<file path="src/verilog/pls_pkg.sv">
// Shared constants and types of the limit switch programming logic.
// Assumes a single 40 MHz system clock; all angles are whole degrees.
package pls_pkg;

	// Clock and timing
	localparam longint unsigned CLK_HZ          = 64'd40_000_000;
	localparam real             OFFSET_SHOW_S   = 2.5;
	localparam longint unsigned OFFSET_SHOW_CYC = longint'(OFFSET_SHOW_S * 40_000_000.0);
	localparam longint unsigned IDLE_TIMEOUT_MIN = 64'd1;
	localparam longint unsigned IDLE_TIMEOUT_CYC = IDLE_TIMEOUT_MIN * 64'd60 * CLK_HZ;
	localparam int              CNT_W           = 32;

	// Angles
	localparam int              ANGLE_W    = 9;
	localparam logic [8:0]      ANGLE_ZERO = 9'h000;
	localparam logic [8:0]      ANGLE_MAX  = 9'h167;
	localparam logic [9:0]      ANGLE_SPAN = 10'h168;

	// Channels
	localparam int              NUM_CHAN = 8;
	localparam int              IDX_W    = 3;
	localparam logic [3:0]      CHAN_MIN = 4'h1;
	localparam logic [3:0]      CHAN_MAX = 4'h8;

	// Operating modes
	typedef enum logic [2:0] {
		M_POS   = 3'b000,
		M_TACH  = 3'b001,
		M_OFFS  = 3'b010,
		M_CHAN  = 3'b011,
		M_ONSP  = 3'b100,
		M_OFFSP = 3'b101
	} mode_e;

	// Contents state of one channel
	typedef enum logic [1:0] {
		SP_NULL = 2'b00,
		SP_PAIR = 2'b01,
		SP_ALL  = 2'b10
	} sp_state_e;

	// Symbol shown in the right window
	typedef enum logic [1:0] {
		SYM_VALUE = 2'b00,
		SYM_NULL  = 2'b01,
		SYM_ALL   = 2'b10,
		SYM_BLANK = 2'b11
	} sym_e;

	typedef struct packed {
		sp_state_e  st;
		logic [8:0] on_ang;
		logic [8:0] off_ang;
	} sp_entry_s;

	localparam sp_entry_s ENTRY_EMPTY = '{st: SP_NULL, on_ang: 9'h000, off_ang: 9'h000};

endpackage

</file>
<file path="src/verilog/sp_mem_if.sv">
// Carrier between the programming controller and the setpoint store.
// Assumes both ends run on the same clock.
`timescale 1ns/1ps
interface sp_mem_if;
	import pls_pkg::*;

	logic      we;
	logic [2:0] waddr;
	sp_entry_s wdata;
	logic [2:0] raddr;
	sp_entry_s rdata;
	logic [2:0] scan_addr;
	sp_entry_s scan_data;

	modport ctrl (output we, waddr, wdata, raddr, scan_addr, input rdata, scan_data);
	modport mem  (input we, waddr, wdata, raddr, scan_addr, output rdata, scan_data);
endinterface
</file>
<file path="src/verilog/limit_switch_programming_fsm.sv">
// Front panel programming controller of an eight channel limit switch.
// Assumes keys are one-cycle press pulses synchronous to clk_sys.
// Operation
// RULE_01 - Offset mode shows offset 2.5 s first
// RULE_02 - Position equals resolver angle plus offset
// RULE_03 - Enabled keys adjust offset within 0..359
// RULE_04 - Corrected position above 359 wraps to 0
// RULE_05 - Corrected position below 0 wraps to 359
// RULE_06 - Channel mode shows channel, on value, left dot
// RULE_07 - Channel keys change channel only, 1..8
// RULE_08 - Empty channel shows null; factory state empty
// RULE_09 - Arrow enters on mode; null becomes 0
// RULE_10 - Existing pair: display unchanged except on LED
// RULE_11 - Off value tracks on value from null
// RULE_12 - Arrow enters off mode, shows existing off
// RULE_13 - Off value from null starts at on
// RULE_14 - On raised to off or above deletes pair
// RULE_15 - Off lowered to on or below deletes
// RULE_16 - Off at or below on exits fully on
// RULE_17 - Fully on channel shows 0 in on mode
// RULE_18 - Fully on reprograms like an empty channel
// RULE_19 - Disabled change attempt returns to position mode
// RULE_20 - One idle minute returns to position mode
// RULE_21 - Mode key cycles position, tach, offset, channel
// RULE_22 - Values persist; channel resets to 1
// RULE_23 - Output active from on to off setpoint
// RULE_24 - Setpoints wrap within 0..359
`timescale 1ns/1ps
module limit_switch_programming_fsm
	import pls_pkg::*;
#(
	parameter logic [31:0] SHOW_CYCLES    = 32'(OFFSET_SHOW_CYC),
	parameter logic [31:0] TIMEOUT_CYCLES = 32'(IDLE_TIMEOUT_CYC)
)(
	// Clock, reset, enable
	input  wire logic       clk_sys,
	input  wire logic       rst_n,
	input  wire logic       clk_en,
	input  wire logic       factory_clear,
	// Position source and enable strap
	input  wire logic [8:0] resolver_angle,
	input  wire logic       prog_enable,
	// Keys
	input  wire logic       key_mode,
	input  wire logic       key_arrow,
	input  wire logic       key_inc,
	input  wire logic       value_down_key,
	// Display
	output logic [3:0]      disp_left_chan,
	output logic            disp_left_blank,
	output sym_e            disp_right_sym,
	output logic [8:0]      disp_right_val,
	output logic            led_position,
	output logic            led_tach,
	output logic            led_offset,
	output logic            turn_on_angle_indicator,
	output logic            turn_off_angle_indicator,
	output logic            dp_left_blink,
	output logic            dp_right_blink,
	// Results
	output logic [8:0]      position_out,
	output logic [7:0]      chan_out
);

	sp_mem_if mif ();

	mode_e       mode_r, mode_nxt;
	logic [8:0]  offset_r, offset_nxt;
	logic [3:0]  sel_chan_r, sel_chan_nxt;
	logic        track_r, track_nxt;
	logic [31:0] show_cnt_r, idle_cnt_r;
	logic [2:0]  scan_addr_r, scan_idx_r;
	logic        we_nxt;
	sp_entry_s   wdata_nxt;

	////////////////////////////////////////////////////////////////////////
	// Angle arithmetic
	function automatic logic [8:0] ang_inc(input logic [8:0] a);
		return (a == ANGLE_MAX) ? ANGLE_ZERO : 9'(a + 9'h001);
	endfunction

	function automatic logic [8:0] ang_dec(input logic [8:0] a);
		return (a == ANGLE_ZERO) ? ANGLE_MAX : 9'(a - 9'h001);
	endfunction

	// Corrected position, folded into one turn
	wire logic [9:0] pos_sum  = {1'b0, resolver_angle} + {1'b0, offset_r};
	wire logic [8:0] corr_pos = (pos_sum >= ANGLE_SPAN) ? 9'(pos_sum - ANGLE_SPAN) : pos_sum[8:0]; // RULE_02

	// Key and mode decode
	wire logic      any_key   = key_mode | key_arrow | key_inc | value_down_key;
	wire logic      step_key  = key_inc | value_down_key;
	wire logic      prog_mode = (mode_r == M_OFFS) || (mode_r == M_CHAN) || (mode_r == M_ONSP) || (mode_r == M_OFFSP);
	wire logic      time_up   = prog_mode && (idle_cnt_r == TIMEOUT_CYCLES - 32'h1);
	wire sp_entry_s cur       = mif.rdata;
	wire logic [8:0] on_step  = key_inc ? ang_inc(cur.on_ang) : ang_dec(cur.on_ang);   // RULE_24
	wire logic [8:0] off_step = key_inc ? ang_inc(cur.off_ang) : ang_dec(cur.off_ang); // RULE_24

	////////////////////////////////////////////////////////////////////////
	// Mode sequencing and setpoint edits
	always_comb begin
		mode_nxt     = mode_r;
		offset_nxt   = offset_r;
		sel_chan_nxt = sel_chan_r;
		track_nxt    = track_r;
		we_nxt       = 1'b0;
		wdata_nxt    = cur;
		if (key_mode) begin
			track_nxt = 1'b0;
			unique case (mode_r)
				M_POS:   mode_nxt = M_TACH; // RULE_21
				M_TACH:  mode_nxt = M_OFFS;
				M_OFFS:  mode_nxt = M_CHAN;
				default: mode_nxt = M_POS;
			endcase
		end else if (time_up) begin
			mode_nxt  = M_POS; // RULE_20
			track_nxt = 1'b0;
		end else begin
			unique case (mode_r)
				M_POS, M_TACH: begin
				end
				M_OFFS: begin
					if (step_key && !prog_enable) begin
						mode_nxt = M_POS; // RULE_19
					end else if (step_key) begin
						offset_nxt = key_inc ? ang_inc(offset_r) : ang_dec(offset_r); // RULE_03 RULE_04 RULE_05
					end
				end
				M_CHAN: begin
					if (key_arrow && !prog_enable) begin
						mode_nxt = M_POS; // RULE_19
					end else if (key_arrow) begin
						mode_nxt = M_ONSP; // RULE_09
						if (cur.st != SP_PAIR) begin
							we_nxt    = 1'b1; // RULE_09 RULE_17 RULE_18
							wdata_nxt = '{st: SP_PAIR, on_ang: ANGLE_ZERO, off_ang: ANGLE_ZERO};
							track_nxt = 1'b1;
						end
					end else if (key_inc) begin
						sel_chan_nxt = (sel_chan_r == CHAN_MAX) ? CHAN_MAX : 4'(sel_chan_r + 4'h1); // RULE_07
					end else if (value_down_key) begin
						sel_chan_nxt = (sel_chan_r == CHAN_MIN) ? CHAN_MIN : 4'(sel_chan_r - 4'h1); // RULE_07
					end
				end
				M_ONSP: begin
					if ((key_arrow || step_key) && !prog_enable) begin
						mode_nxt  = M_POS; // RULE_19
						track_nxt = 1'b0;
					end else if (key_arrow) begin
						mode_nxt  = M_OFFSP; // RULE_12 RULE_13
						track_nxt = 1'b0;
					end else if (step_key && cur.st == SP_PAIR) begin
						we_nxt           = 1'b1;
						wdata_nxt.on_ang = on_step;
						if (track_r) begin
							wdata_nxt.off_ang = on_step; // RULE_11
						end else if (key_inc && on_step >= cur.off_ang) begin
							wdata_nxt = ENTRY_EMPTY; // RULE_14
						end
					end
				end
				M_OFFSP: begin
					if ((key_arrow || step_key) && !prog_enable) begin
						mode_nxt = M_POS; // RULE_19
					end else if (key_arrow) begin
						mode_nxt = M_CHAN;
						if (cur.st == SP_PAIR && cur.off_ang <= cur.on_ang) begin
							we_nxt       = 1'b1; // RULE_16
							wdata_nxt.st = SP_ALL;
						end
					end else if (step_key && cur.st == SP_PAIR) begin
						we_nxt            = 1'b1;
						wdata_nxt.off_ang = off_step;
						if (value_down_key && off_step <= cur.on_ang) begin
							wdata_nxt = ENTRY_EMPTY; // RULE_15
						end
					end
				end
				default: mode_nxt = M_POS;
			endcase
		end
	end

	// Store connections; edit port follows the selected channel
	assign mif.we        = we_nxt && clk_en;
	assign mif.waddr     = 3'(sel_chan_r - CHAN_MIN);
	assign mif.wdata     = wdata_nxt;
	assign mif.raddr     = 3'(sel_chan_nxt - CHAN_MIN);
	assign mif.scan_addr = scan_addr_r;

	setpoint_mem u_mem (
		.clk_sys       (clk_sys),
		.clk_en        (clk_en),
		.factory_clear (factory_clear),
		.port          (mif)
	);

	////////////////////////////////////////////////////////////////////////
	// Control state; channel number is volatile, offset is not
	always_ff @(posedge clk_sys or negedge rst_n) begin
		if (!rst_n) begin
			mode_r     <= M_POS;
			sel_chan_r <= CHAN_MIN; // RULE_22
			track_r    <= 1'b0;
		end else if (clk_en) begin
			mode_r     <= mode_nxt;
			sel_chan_r <= sel_chan_nxt;
			track_r    <= track_nxt;
		end
	end

	// Offset lives in nonvolatile storage, cleared only at the factory
	always_ff @(posedge clk_sys) begin
		if (clk_en) begin
			offset_r <= factory_clear ? ANGLE_ZERO : offset_nxt;
		end
	end

	// Offset display hold and keyboard idle timers
	always_ff @(posedge clk_sys or negedge rst_n) begin
		if (!rst_n) begin
			show_cnt_r <= 32'h0;
			idle_cnt_r <= 32'h0;
		end else if (clk_en) begin
			if (mode_nxt == M_OFFS && mode_r != M_OFFS) begin
				show_cnt_r <= SHOW_CYCLES; // RULE_01
			end else if (show_cnt_r != 32'h0) begin
				show_cnt_r <= show_cnt_r - 32'h1;
			end
			idle_cnt_r <= (any_key || !prog_mode || time_up) ? 32'h0 : idle_cnt_r + 32'h1; // RULE_20
		end
	end

	// Scan walks the store so every channel output is refreshed every eight cycles
	always_ff @(posedge clk_sys or negedge rst_n) begin
		if (!rst_n) begin
			scan_addr_r <= 3'h0;
			scan_idx_r  <= 3'h0;
		end else if (clk_en) begin
			scan_addr_r <= 3'(scan_addr_r + 3'h1);
			scan_idx_r  <= scan_addr_r;
		end
	end

	////////////////////////////////////////////////////////////////////////
	// Channel outputs; a window with on above off spans the zero crossing
	wire sp_entry_s sc      = mif.scan_data;
	wire logic      in_fwd  = (position_out >= sc.on_ang) && (position_out < sc.off_ang);
	wire logic      in_wrap = (position_out >= sc.on_ang) || (position_out < sc.off_ang);
	wire logic      in_win  = (sc.on_ang <= sc.off_ang) ? in_fwd : in_wrap;
	wire logic      sc_act  = (sc.st == SP_ALL) || (sc.st == SP_PAIR && in_win); // RULE_23

	for (genvar g = 0; g < NUM_CHAN; g++) begin : g_out
		always_ff @(posedge clk_sys or negedge rst_n) begin
			if (!rst_n) begin
				chan_out[g] <= 1'b0;
			end else if (clk_en && scan_idx_r == 3'(g)) begin
				chan_out[g] <= sc_act; // RULE_23
			end
		end
	end

	////////////////////////////////////////////////////////////////////////
	// Display decode
	wire logic chan_view = (mode_r == M_CHAN) || (mode_r == M_ONSP) || (mode_r == M_OFFSP);
	wire logic show_off  = (mode_r == M_OFFS) && (show_cnt_r != 32'h0);
	wire sym_e ent_sym   = (cur.st == SP_NULL) ? SYM_NULL : (cur.st == SP_ALL) ? SYM_ALL : SYM_VALUE; // RULE_08
	wire sym_e r_sym     = (mode_r == M_TACH) ? SYM_BLANK :
	                       (mode_r == M_CHAN) ? ent_sym :
	                       (chan_view && cur.st == SP_NULL) ? SYM_NULL : SYM_VALUE;
	wire logic [8:0] r_val = show_off ? offset_r :                 // RULE_01
	                         (mode_r == M_OFFSP) ? cur.off_ang :   // RULE_12
	                         chan_view ? cur.on_ang : corr_pos;    // RULE_06 RULE_10
	wire logic l_dot = (mode_r == M_CHAN) || (mode_r == M_ONSP && !track_r); // RULE_06 RULE_10
	wire logic r_dot = (mode_r == M_ONSP && track_r) || (mode_r == M_OFFSP);  // RULE_09 RULE_12

	always_ff @(posedge clk_sys or negedge rst_n) begin
		if (!rst_n) begin
			disp_left_chan           <= CHAN_MIN;
			disp_left_blank          <= 1'b1;
			disp_right_sym           <= SYM_BLANK;
			disp_right_val           <= ANGLE_ZERO;
			led_position             <= 1'b0;
			led_tach                 <= 1'b0;
			led_offset               <= 1'b0;
			turn_on_angle_indicator  <= 1'b0;
			turn_off_angle_indicator <= 1'b0;
			dp_left_blink            <= 1'b0;
			dp_right_blink           <= 1'b0;
			position_out             <= ANGLE_ZERO;
		end else if (clk_en) begin
			disp_left_chan           <= sel_chan_r;
			disp_left_blank          <= !chan_view;
			disp_right_sym           <= r_sym;
			disp_right_val           <= r_val;
			led_position             <= (mode_r == M_POS);
			led_tach                 <= (mode_r == M_TACH);
			led_offset               <= (mode_r == M_OFFS);
			turn_on_angle_indicator  <= (mode_r == M_ONSP);  // RULE_09
			turn_off_angle_indicator <= (mode_r == M_OFFSP); // RULE_12
			dp_left_blink            <= l_dot;
			dp_right_blink           <= r_dot;
			position_out             <= corr_pos;
		end
	end
endmodule

</file>
<file path="src/verilog/setpoint_mem.sv">
// Eight-entry setpoint store with an edit port and a scan port.
// Assumes one clock; contents are not touched by reset, only by factory_clear.
`timescale 1ns/1ps
module setpoint_mem
	import pls_pkg::*;
(
	// Clock and control
	input  wire logic clk_sys,
	input  wire logic clk_en,
	input  wire logic factory_clear,
	// Controller side
	sp_mem_if.mem     port
);

	sp_entry_s mem [NUM_CHAN];

	////////////////////////////////////////////////////////////////////////
	// Storage; models nonvolatile memory so reset leaves it alone
	always_ff @(posedge clk_sys) begin
		if (clk_en) begin
			if (factory_clear) begin
				for (int i = 0; i < NUM_CHAN; i++) begin
					mem[i] <= ENTRY_EMPTY;
				end
			end else if (port.we) begin
				mem[port.waddr] <= port.wdata;
			end
		end
	end

	////////////////////////////////////////////////////////////////////////
	// Registered reads; edit port bypasses a same-address write
	always_ff @(posedge clk_sys) begin
		if (clk_en) begin
			if (factory_clear) begin
				port.rdata <= ENTRY_EMPTY;
			end else if (port.we && port.waddr == port.raddr) begin
				port.rdata <= port.wdata;
			end else begin
				port.rdata <= mem[port.raddr];
			end
			port.scan_data <= factory_clear ? ENTRY_EMPTY : mem[port.scan_addr];
		end
	end

endmodule

</file>
<file path="config.mk">
export PLATFORM = sky130hd
export DESIGN_NAME = limit_switch_programming_fsm
export DESIGN_NICKNAME = d
export VERILOG_FILES = /design/src/verilog/pls_pkg.sv /design/src/verilog/sp_mem_if.sv /design/src/verilog/limit_switch_programming_fsm.sv /design/src/verilog/setpoint_mem.sv
export SDC_FILE = /design/constraint.sdc
export NUM_CORES = 1
export LEC_CHECK = 0
export BUFFER_PORTS_ARGS = -buffer_cell sky130_fd_sc_hd__buf_4
export CAP_MARGIN = 20
export CORE_MARGIN = 4
export CORE_UTILIZATION = 35
export CTS_BUF_LIST = sky130_fd_sc_hd__clkbuf_8
export CTS_CLUSTER_DIAMETER = 60
export CTS_CLUSTER_SIZE = 28
export DETAILED_ROUTE_END_ITERATION = 10
export PLACE_DENSITY_LB_ADDON = 0.15
export SLEW_MARGIN = 20
export SYNTH_ARGS = -nofsm -noshare
export SYNTH_HDL_FRONTEND = slang
export SYNTH_SLANG_ARGS = --single-unit
</file>
<file path="constraint.sdc">
create_clock -name clk_sys -period 5.1 [get_ports clk_sys]
set_clock_uncertainty 0.1 [all_clocks]
set_input_delay 0.51 -clock clk_sys [delete_from_list [all_inputs] [get_ports clk_sys]]
set_output_delay 0.51 -clock clk_sys [all_outputs]
set_load 0.05 [all_outputs]
</file>
Word-level counts from Yosys, hierarchy flattened. Memory sizes are Yosys's and may differ from the RTL's. A register that Yosys moved wholly into a read port is not among the register bits. Index checks and enable logic that the tools add are counted.

Bits of input ports: 18. Bits in writable memories: 160. Logic and storage cells: 237. Output and inout port bits: 40. Memories kept: 1. Flip-flop bits (word level): 127.

Memory list: u_mem.mem (depth 8, width 20, read ports 2, clocked after memory_dff 2, wr ports 8, line setpoint_mem.sv:15) `sp_entry_s mem [NUM_CHAN];`.

$add $sub $neg: 14. Equal/unequal tests: 32. Multiplexer cells: 95. Bitwise gates (word level): 4. Magnitude comparators: 7. Reduce and logical (&&, ||, !) cells: 56.

Operator list (number): $mux W20 (13); $mux W9 (19); $mux W32 (3); $pmux W20 S3 (1); $mux W4 (9); $add A32 B1 Y32 const B (1); $eq A32 B32 Y1 const B (1); $reduce_bool A32 Y1 (1); $sub A32 B1 Y32 const B (1); $mux W3 (10); $mux W1 (28); $add A9 B1 Y9 const B (3); $eq A9 B9 Y1 const B (3); $le A9 B9 Y1 (3); $logic_not A9 Y1 (3); $sub A9 B1 Y9 const B (3); $logic_and A1 B1 Y1 (24); $reduce_or A20 Y1 (1); $eq A3 B3 Y1 const B (6); $ge A9 B9 Y1 (2); $mux W18 (1); $eq A3 B2 Y1 const B (5); $pmux W3 S5 (1); $logic_or A1 B1 Y1 (12); other kinds (32) (54).

Depth between registers and ports, before layout. Gate-level depths: netlist of run 1.

Depth after elaboration: 15. Mapped depth: 18. Mapped depth without buffers: 17.

By module. Synthesis of run 1 repeated with hierarchy kept, for this count alone.

Cell total of the unflattened synthesis: 1875. Area total of the unflattened synthesis: 20134.3 um2.

By module, submodules not included: limit_switch_programming_fsm (area an instance 10128.5 um2, seq. area each 3229.3 um2, cells an instance 1217, instances 1); setpoint_mem (area an instance 10005.8 um2, seq. area each 6005.8 um2, cells an instance 658, instances 1).

Worst setup path after synthesis of run 1. No wires, ideal clock.

Path type: input to register. Start point: in key_inc. End point: reg u_mem.port.rdata[11] (netlist name). Setup slack: 0.867 ns. Stages on the path: 16. Data required time: 4.713 ns. Setup time: 0.287 ns. Path buffers: 6. Data arrival time: 3.847 ns. Path through: clkbuf_1 > clkbuf_1 > clkbuf_1 > clkbuf_1 > buf_1 > a22oi_1 > ha_1 > or3_1 > nor3_1 > o21ai_0 > o311a_1 > inv_1 > o211ai_1 > clkbuf_1 > a22oi_1 > a211oi_1.

Word-level cells in the longest chain between the ends: 7.

Ends and longest elaborated chain: from (decl) (line limit_switch_programming_fsm.sv:46) `input wire logic key_inc,`; $mux W4 (line limit_switch_programming_fsm.sv:140) `end else if (key_inc) begin`; $mux W4 (line limit_switch_programming_fsm.sv:133) `end else if (key_arrow) begin`; $mux W4 (line limit_switch_programming_fsm.sv:131) `if (key_arrow && !prog_enable) begin`; $mux W4 (line limit_switch_programming_fsm.sv:120) `unique case (mode_r)`; $mux W4 (line limit_switch_programming_fsm.sv:116) `end else if (time_up) begin`; $mux W4 (line limit_switch_programming_fsm.sv:108) `if (key_mode) begin`; $sub A3 B1 Y3 (line limit_switch_programming_fsm.sv:189) `assign mif.raddr = 3'(sel_chan_nxt - CHAN_MIN);`.

Every way passes these cells. A chain may end at the register's enable or synchronous reset.

Final worst setup path of run 1.
Start point: reg mode_r[1]. End point: reg u_mem.port.rdata[11] (netlist name).

Word-level cells in the longest chain between the ends: 8. Elaborated cells on any way between the ends: 12. Those cells by class: add/sub: 1; eq/ne: 4; mux: 3; reduce/logical: 4.

Ends and longest elaborated chain: from (decl) (line limit_switch_programming_fsm.sv:67) `mode_e mode_r, mode_nxt;`; from (signal assigned) (line limit_switch_programming_fsm.sv:207) `mode_r <= mode_nxt;`; $eq A3 B2 Y1, on equally long branches (line limit_switch_programming_fsm.sv:93, limit_switch_programming_fsm.sv:120); $logic_or A1 B1 Y1 (3 in series) (line limit_switch_programming_fsm.sv:93) `wire logic prog_mode = (mode_r == M_OFFS) || (mode_r == M_CHAN) || (mode_r == M_ONSP) || (mode_r == M_OFFSP);`; $logic_and A1 B1 Y1 (line limit_switch_programming_fsm.sv:94) `wire logic time_up = prog_mode && (idle_cnt_r == TIMEOUT_CYCLES - 32'h1);`; $mux W4 (*) (line limit_switch_programming_fsm.sv:116); $mux W4 (*) (line limit_switch_programming_fsm.sv:108); $sub A3 B1 Y3 (*) (line limit_switch_programming_fsm.sv:189).

Every way passes the cells marked *; elsewhere a longest branch is shown, timed or not.

==> results of run 1 <==
[worst paths after layout]
kind / startpoint / to / slack [ns] / cells after the start
min in group asynchronous: rst_n / idle_cnt_r[25] / 0.40 / 2
max reg2reg: mode_r[1] / u_mem.port.rdata[11] / 0.34 / 15
max: mode_r[1] / u_mem.port.rdata[11] / 0.34 / 15
max in group asynchronous: rst_n / position_out[6] / 3.40 / 3
min reg2reg: disp_right_sym[1] / disp_right_sym[1] / 0.38 / 2
min: key_mode / mode_r[0] / 0.24 / 3
[critical path, stage by stage (launching register included)]
cell	delay [ns]
dfrtp_1	0.38
inv_1	0.26
ha_1	0.33
and4_1	0.21
a31o_4	0.31
nor3_4	0.31
a21oi_1	0.12
a21oi_1	0.25
ha_2	0.36
xnor2_1	0.14
nand3_1	0.13
nor3b_4	0.50
buf_12	0.23
buf_4	0.31
a211oi_1	0.12
a211oi_2	0.45
[logic make-up after synthesis]
| family | share of synthesized area |
|---|---|
| compound gates | 0.116 |
| simple gates | 0.163 |
| flops | 0.470 |
| buf+inv | 0.0385 |
| xor+xnor | 0.0422 |
| mux | 0.117 |
| fa+ha+maj | 0.0532 |
[synth_stat cells, types with 16 or more instances]
library cell	instances	area [µm²]
nand3_1	43	215
ha_1	82	1030
mux4_2	80	1800
edfxtp_1	209	6280
nand2b_1	20	125
xnor2_1	57	499
dfrtp_1	113	2830
and3_1	20	125
nand4_1	20	125
o21ai_0	77	385
a21oi_1	62	310
nor3_1	34	170
mux2_2	20	225
clkbuf_1	79	297
inv_1	73	274
a211oi_1	55	413
xor2_1	35	307
nor2_1	318	1190
buf_1	16	60.1
mux2i_1	27	270
nor2b_1	39	244
nand2_1	110	413
[repair_timing]
item,in CTS,in global routing
gates resized for setup,0,2
hold buffers,1,0
setup endpoints to repair,0,2
endpoints found under the hold margin,73,0
[metal layers]
| metal | part of all wire | routed length, µm |
|---|---|---|
| met5 | 0 | 0 |
| met2 | 0.47 | 28900 |
| met3 | 0.058 | 3550 |
| met4 | 0.033 | 2010 |
| met1 | 0.44 | 27300 |
[per-stage QoR]
stage,setup slack [ns],instances,hold slack (ns),utilization
2_1_floorplan,0.867,1830,0.114,-
3_3_place_gp,0.0769,2593,0.360,0.384
3_5_place_dp,0.0978,2593,0.371,0.384
4_1_cts,0.0276,2663,0.197,0.399
5_1_grt,0.0313,2664,0.241,0.400
6_report,0.340,2664,0.244,0.400
[flip-flops by register name, summed over array words and instances (netlist names), 2 cells and up]
| register | flops |
|---|---|
| disp_right_val | 9 |
| mif.scan_addr | 3 |
| u_mem.port.rdata | 20 |
| offset_r | 9 |
| position_out | 9 |
| sel_chan_r | 4 |
| u_mem.port.scan_data | 20 |
| idle_cnt_r | 32 |
| disp_left_chan | 4 |
| u_mem.mem | 160 |
| mode_r | 3 |
| show_cnt_r | 32 |
| chan_out | 8 |
| disp_right_sym | 2 |
| scan_idx_r | 3 |
[cell type report]
class	instances	area share
well taps	748	0.0424
multi-input cells	1314	0.438
flip-flops and latches	327	0.418
clock inverters	30	0.0147
inverters	74	0.0126
clock buffers	39	0.0243
repair buffers	131	0.0499
diodes	1	0.000113
[cell usage in the layout (no fill, tap or decap), types with 62 or more instances in the layout]
cell type    n
buf_4      120
inv_1       75
mux4_2      80
nor2_1     318
ha_1        81
edfxtp_1   209
nand2_1    110
dfrtp_1    111
o21ai_0     77
a21oi_1     62
[power by group through the flow]
stage / clock (W) / sequential [W] / combinational (W)
after floorplan: 0 / 0.00390 / 0.00320
after global placement: 0 / 0.00380 / 0.00498
after detailed placement: 0 / 0.00381 / 0.00500
after CTS: 0.00216 / 0.00376 / 0.00503
after global routing: 0.00228 / 0.00382 / 0.00541
final: 0.00209 / 0.00375 / 0.00500
==> run metrics, run 1 <==
clock-pin slew on the worst setup and hold paths 0.09 ns; Post-CTS Setup Bufs 0; status completed; Most Crowded Layer GR met2; Max-slew headroom 0.320; vias in the first global route about 15000; post-synthesis instance area between 0.015 and 0.02 mm²; endpoints failing hold 0; Worst-Margin Slew 1.02 ns; CTS buffer count 38; net switching power between 0.004 and 0.005 W; pin count of the biggest net entering global routing about 80; vias about 15000; average wire per cell in the routed design roughly 23 µm; fillers roughly 5400; Slew Limit Fails 0; Syn Nets 1931; hpwl dp 41800 µm; crit share post-route 0.933; CP Class flop to flop; Initial Util 0.355; area of the multi-input gates 0.00968 mm²; Die Y around 240 µm; All-Layer GR Usage 0.203; Post-DP Area around 0.021 mm²; Die Area between 0.05 and 0.06 mm²; CP Capture Type flop; Worst EP arrival approximately 5.0 ns; CTS Sinks about 330; Total Power ~0.011 W; met1 capacity usage during global routing 0.283; Starting DRT DRC Count 1590; drt drc 0; Yosys warnings 0; CTS tree built; Synth Flop Type edfxtp_1; clk buf depth 3; grt total ovfl 0; final setup fails 0; vias per inst around 5.6; max-cap viol count 0; syn_area_per_cell ~11 µm²; Final Critical Period around 4.8 ns; Yosys cell types 88; HP Class input port to flop; core area 0.0553 mm²; post-route ant nets 0; sequential share of power 0.346; RePlAce Congestion a little over 0.9; worst path required time about 5.4 ns; met3 usage 0.0307; DIE WIDTH roughly 240 µm; PortBufs 57; M2 GR Usage 0.326; Internal approximately 0.0063 W; EDFF count, synth between 200 and 250; power per cell area between 400 and 500 mW/mm²; Design Area, Final 0.0221 mm²; first-pass GRT wire length roughly 94000 µm; share of layout cells above drive strength 1 0.178; number of I/O pins 58; CTS root buf clkbuf_8; VDD IR max 0.325 mV; Comb pwr share 0.461; Synth async-reset ratio 0.361; sw frac 0.421; Yosys reg bits between 300 and 400; clock network power share 0.192; Worst Path Max Fanout 20; CP startpoint kind flop; FF/Latch Area 0.00924 mm²; H-tree levels 2; P_leak ~8.3 nW; Routed WL roughly 62000 µm; initial antenna violation count 2; RSZ-0062 raised after global routing no; post-route setup TNS 0 ns; Layout area overhead 12.5%; clk_lat worst skew roughly 0.63 ns; router iterations before antenna repair 6; post-synthesis sequential area ratio 0.470; Gate Count Post-Synth 1830; Final #Nets 1987; Fmax achieved between 200 and 250 MHz; # rows between 80 and 90
(Power assumes the default switching activity.)
==> run 2, diff against run 1 <==
--- a/config.mk
+++ b/config.mk
@@ -5,6 +5,8 @@
 export SDC_FILE = /design/constraint.sdc
 export NUM_CORES = 1
 export LEC_CHECK = 0
+export ABC_AREA = 1
+export ABC_CLOCK_PERIOD_IN_PS = 5100
 export BUFFER_PORTS_ARGS = -buffer_cell sky130_fd_sc_hd__buf_4
 export CAP_MARGIN = 20
 export CORE_MARGIN = 4
==> run 2 against run 1 <==
Net effect:
- cell count up 44%
- register-to-register slack better by 0.20 ns
- area after synthesis grew 11%
- highest routed layer unchanged
- largest cell class unchanged
- clock-buffer cell count stayed put
- clock power grew 5%
- die area is 11% higher
- critical path depth is 8 higher
- first-iteration DRC count rose by 20%
- routed wire length rose by 23%
==> run metrics, run 2 <==
status completed; DIE WIDTH between 200 and 300 µm; clock-pin slew on the worst setup and hold paths 0.12 ns; Starting DRT DRC Count about 1900; vias per inst around 5.3; Slowest cell on crit path edfxtp_1; post-route ant nets 0; RePlAce Congestion approximately 0.9; Fmax achieved 219 MHz; Worst EP arrival 4.95 ns; vias in the first global route roughly 20000; clk_lat worst skew 0.69 ns; EDFF count, synth 209; Commonest cells post-synth 731 x nand2_1, 390 x nor2_1, 340 x inv_1; CTS buffer count 39; initial antenna violation count 1; Die Area approximately 0.067 mm²; # rows 91; worst path required time 5.49 ns; launching point of the worst reg2reg path u_mem.port.rdata[0]; fillers between 6000 and 7000; CP Capture Type flop; final non-filler cell total between 3000 and 4000; vias 20400; endpoints failing hold 0; Slew Limit Fails 0; drt drc 0; core area about 0.06 mm²; Yosys reg bits between 300 and 400; CTS Sinks roughly 330; CP startpoint kind flop; number of I/O pins 58; most frequent cells in the layout 730 x nand2_1, 390 x nor2_1, 340 x inv_1, 245 x nand3_1, 213 x o21ai_0; count leader, synth nand2_1; Syn Nets slightly above 3000; RSZ-0062 raised after global routing no; Comb pwr share 0.483; Max-slew headroom 0.258; most frequent CP cell nand2_1; post-synthesis sequential area ratio 0.423; post-route setup TNS 0 ns; P_leak approximately 11 nW; post-synth top area cell edfxtp_1; Biggest register u_mem.mem; HP Class input port to flop; post-synthesis instance area 0.0219 mm²; VDD IR max approximately 0.42 mV; Final Critical Period 4.56 ns; Largest stage delay, worst path 0.64 ns; grt total ovfl 0; average wire per cell in the routed design a little under 20 µm; Worst Path Max Fanout 9; Gate Count Post-Synth 2956; pin count of the biggest net entering global routing 82; final setup fails 0; CP cell instances clkinvlp_4 > ha_1 > inv_1 > nor3_1 > nand2_1 > nand2_1 > inv_1 > nand2_1 > nand2_1 > inv_1 > ha_1 > nand2_1 > nor2_1 > nand2_1 > o211ai_1 > nand2_1 > nand2_1 > nand3_1 > nand2_1 > nand2_1 > a31oi_1 > inv_1 > nor2_1; Yosys cell types 57; router iterations before antenna repair 7; CTS tree built; Routed WL 75700 µm; max-cap viol count 0; Synth top area share 0.287; Final #Nets approximately 3100; crit share post-route 0.895; Initial Util 0.354; H-tree levels 2; CP startpoint u_mem.port.rdata[0]; Placed Cells roughly 3800; sw frac 0.498; syn_area_per_cell approximately 7.4 µm²; biggest regs u_mem.mem: 160 flops, idle_cnt_r: 32 flops, show_cnt_r: 32 flops; Layout area overhead 10.1%; Internal about 0.0059 W; CTS root buf clkbuf_8; PortBufs 57; clock network power share 0.187; top post-synthesis cells by area edfxtp_1 29%, dfrtp_1 13%, nand2_1 13%; Synth async-reset ratio 0.361; Yosys warnings 0; All-Layer GR Usage 0.223; Synth Flop Type edfxtp_1; most common cell after layout, fill and taps aside nand2_1; clk buf depth 3; HP Start factory_clear; hpwl dp just over 50000 µm; sequential share of power 0.331; power per cell area 491 mW/mm²; CP Class flop to flop; first-pass GRT wire length 116000 µm; net switching power between 0.005 and 0.006 W; Die Y 258 µm; Total Power ~0.012 W; number of flip-flops in the largest register 160; Worst-Margin Slew 1.11 ns; share of layout cells above drive strength 1 0.0754
-- run 2: worst paths after layout --
path,end,slack [ns],depth (start not counted)
min in group asynchronous,disp_right_val[3],0.33,2
max in group asynchronous,mif.scan_addr[0],3.58,3
setup reg to reg,u_mem.mem[5][1],0.54,23
setup / recovery,u_mem.mem[5][1],0.54,23
hold / removal,offset_r[8],0.14,2
hold reg to reg,idle_cnt_r[31],0.37,1
-- run 2: power groups by stage --
stage          Combinational, W  Clock (W)  Sequential (W)
2_1_floorplan           0.00371          0         0.00393
3_3_place_gp            0.00560          0         0.00395
3_5_place_dp            0.00565          0         0.00395
4_1_cts                 0.00567    0.00226         0.00390
5_1_grt                 0.00636    0.00238         0.00396
6_report                0.00570    0.00220         0.00391
-- run 2: per-layer routing --
layer / global-route usage / wire [µm] / share of wire
met1: 0.303 / 33400 / 0.44
met2: 0.375 / 35600 / 0.47
met5: 0 / 0 / 0
met3: 0.0286 / 4530 / 0.060
met4: 0.0669 / 2120 / 0.028
-- run 2: cell type report --
cell class | count | area [µm²] | area share
antenna | 1 | 2.50 | 0.000104
clock buffer | 39 | 537 | 0.0223
clock inverter | 33 | 370 | 0.0154
inverter | 358 | 1350 | 0.0560
multi-input combinational | 2137 | 10700 | 0.444
sequential | 327 | 9240 | 0.384
tap | 837 | 1050 | 0.0435
timing repair buffer | 102 | 831 | 0.0345
-- run 2: kinds of logic after synthesis --
kind of cell | Yosys count | share of synthesized area
XOR/XNOR | 56 | 0.0224
buffers and inverters | 492 | 0.0885
AND/OR/NAND/NOR | 1540 | 0.304
adder cells (fa/ha/maj) | 83 | 0.0479
AO/OA/AOI/OAI | 458 | 0.114
flip-flops | 327 | 0.423
-- run 2: worst max-delay path, delay by kind of cell (launching register included) --
kind,cells,cell delay [ns]
buffers and inverters,5,0.95
DFF,1,0.64
AOI/OAI and AO/OA,2,0.59
adders and majority gates,2,0.58
and+or+nand+nor,14,1.48
-- run 2: timing repair --
item / CTS / global route
hold buffers: 1 / 0
buffers inserted: 0 / 0
endpoints found under the setup margin: 0 / 1
resized for setup: 0 / 1
endpoints found under the hold margin: 44 / 0
-- run 2: stage by stage --
stage,hold slack [ns],area [µm²],utilization,worst slack (ns)
floorplan,0.114,21900,-,1.72
global placement,0.358,23100,0.375,0.653
detailed placement,0.362,23100,0.375,0.583
CTS,0.101,24100,0.390,0.497
global route,0.110,24100,0.390,0.104
finish,0.142,24100,0.390,0.538
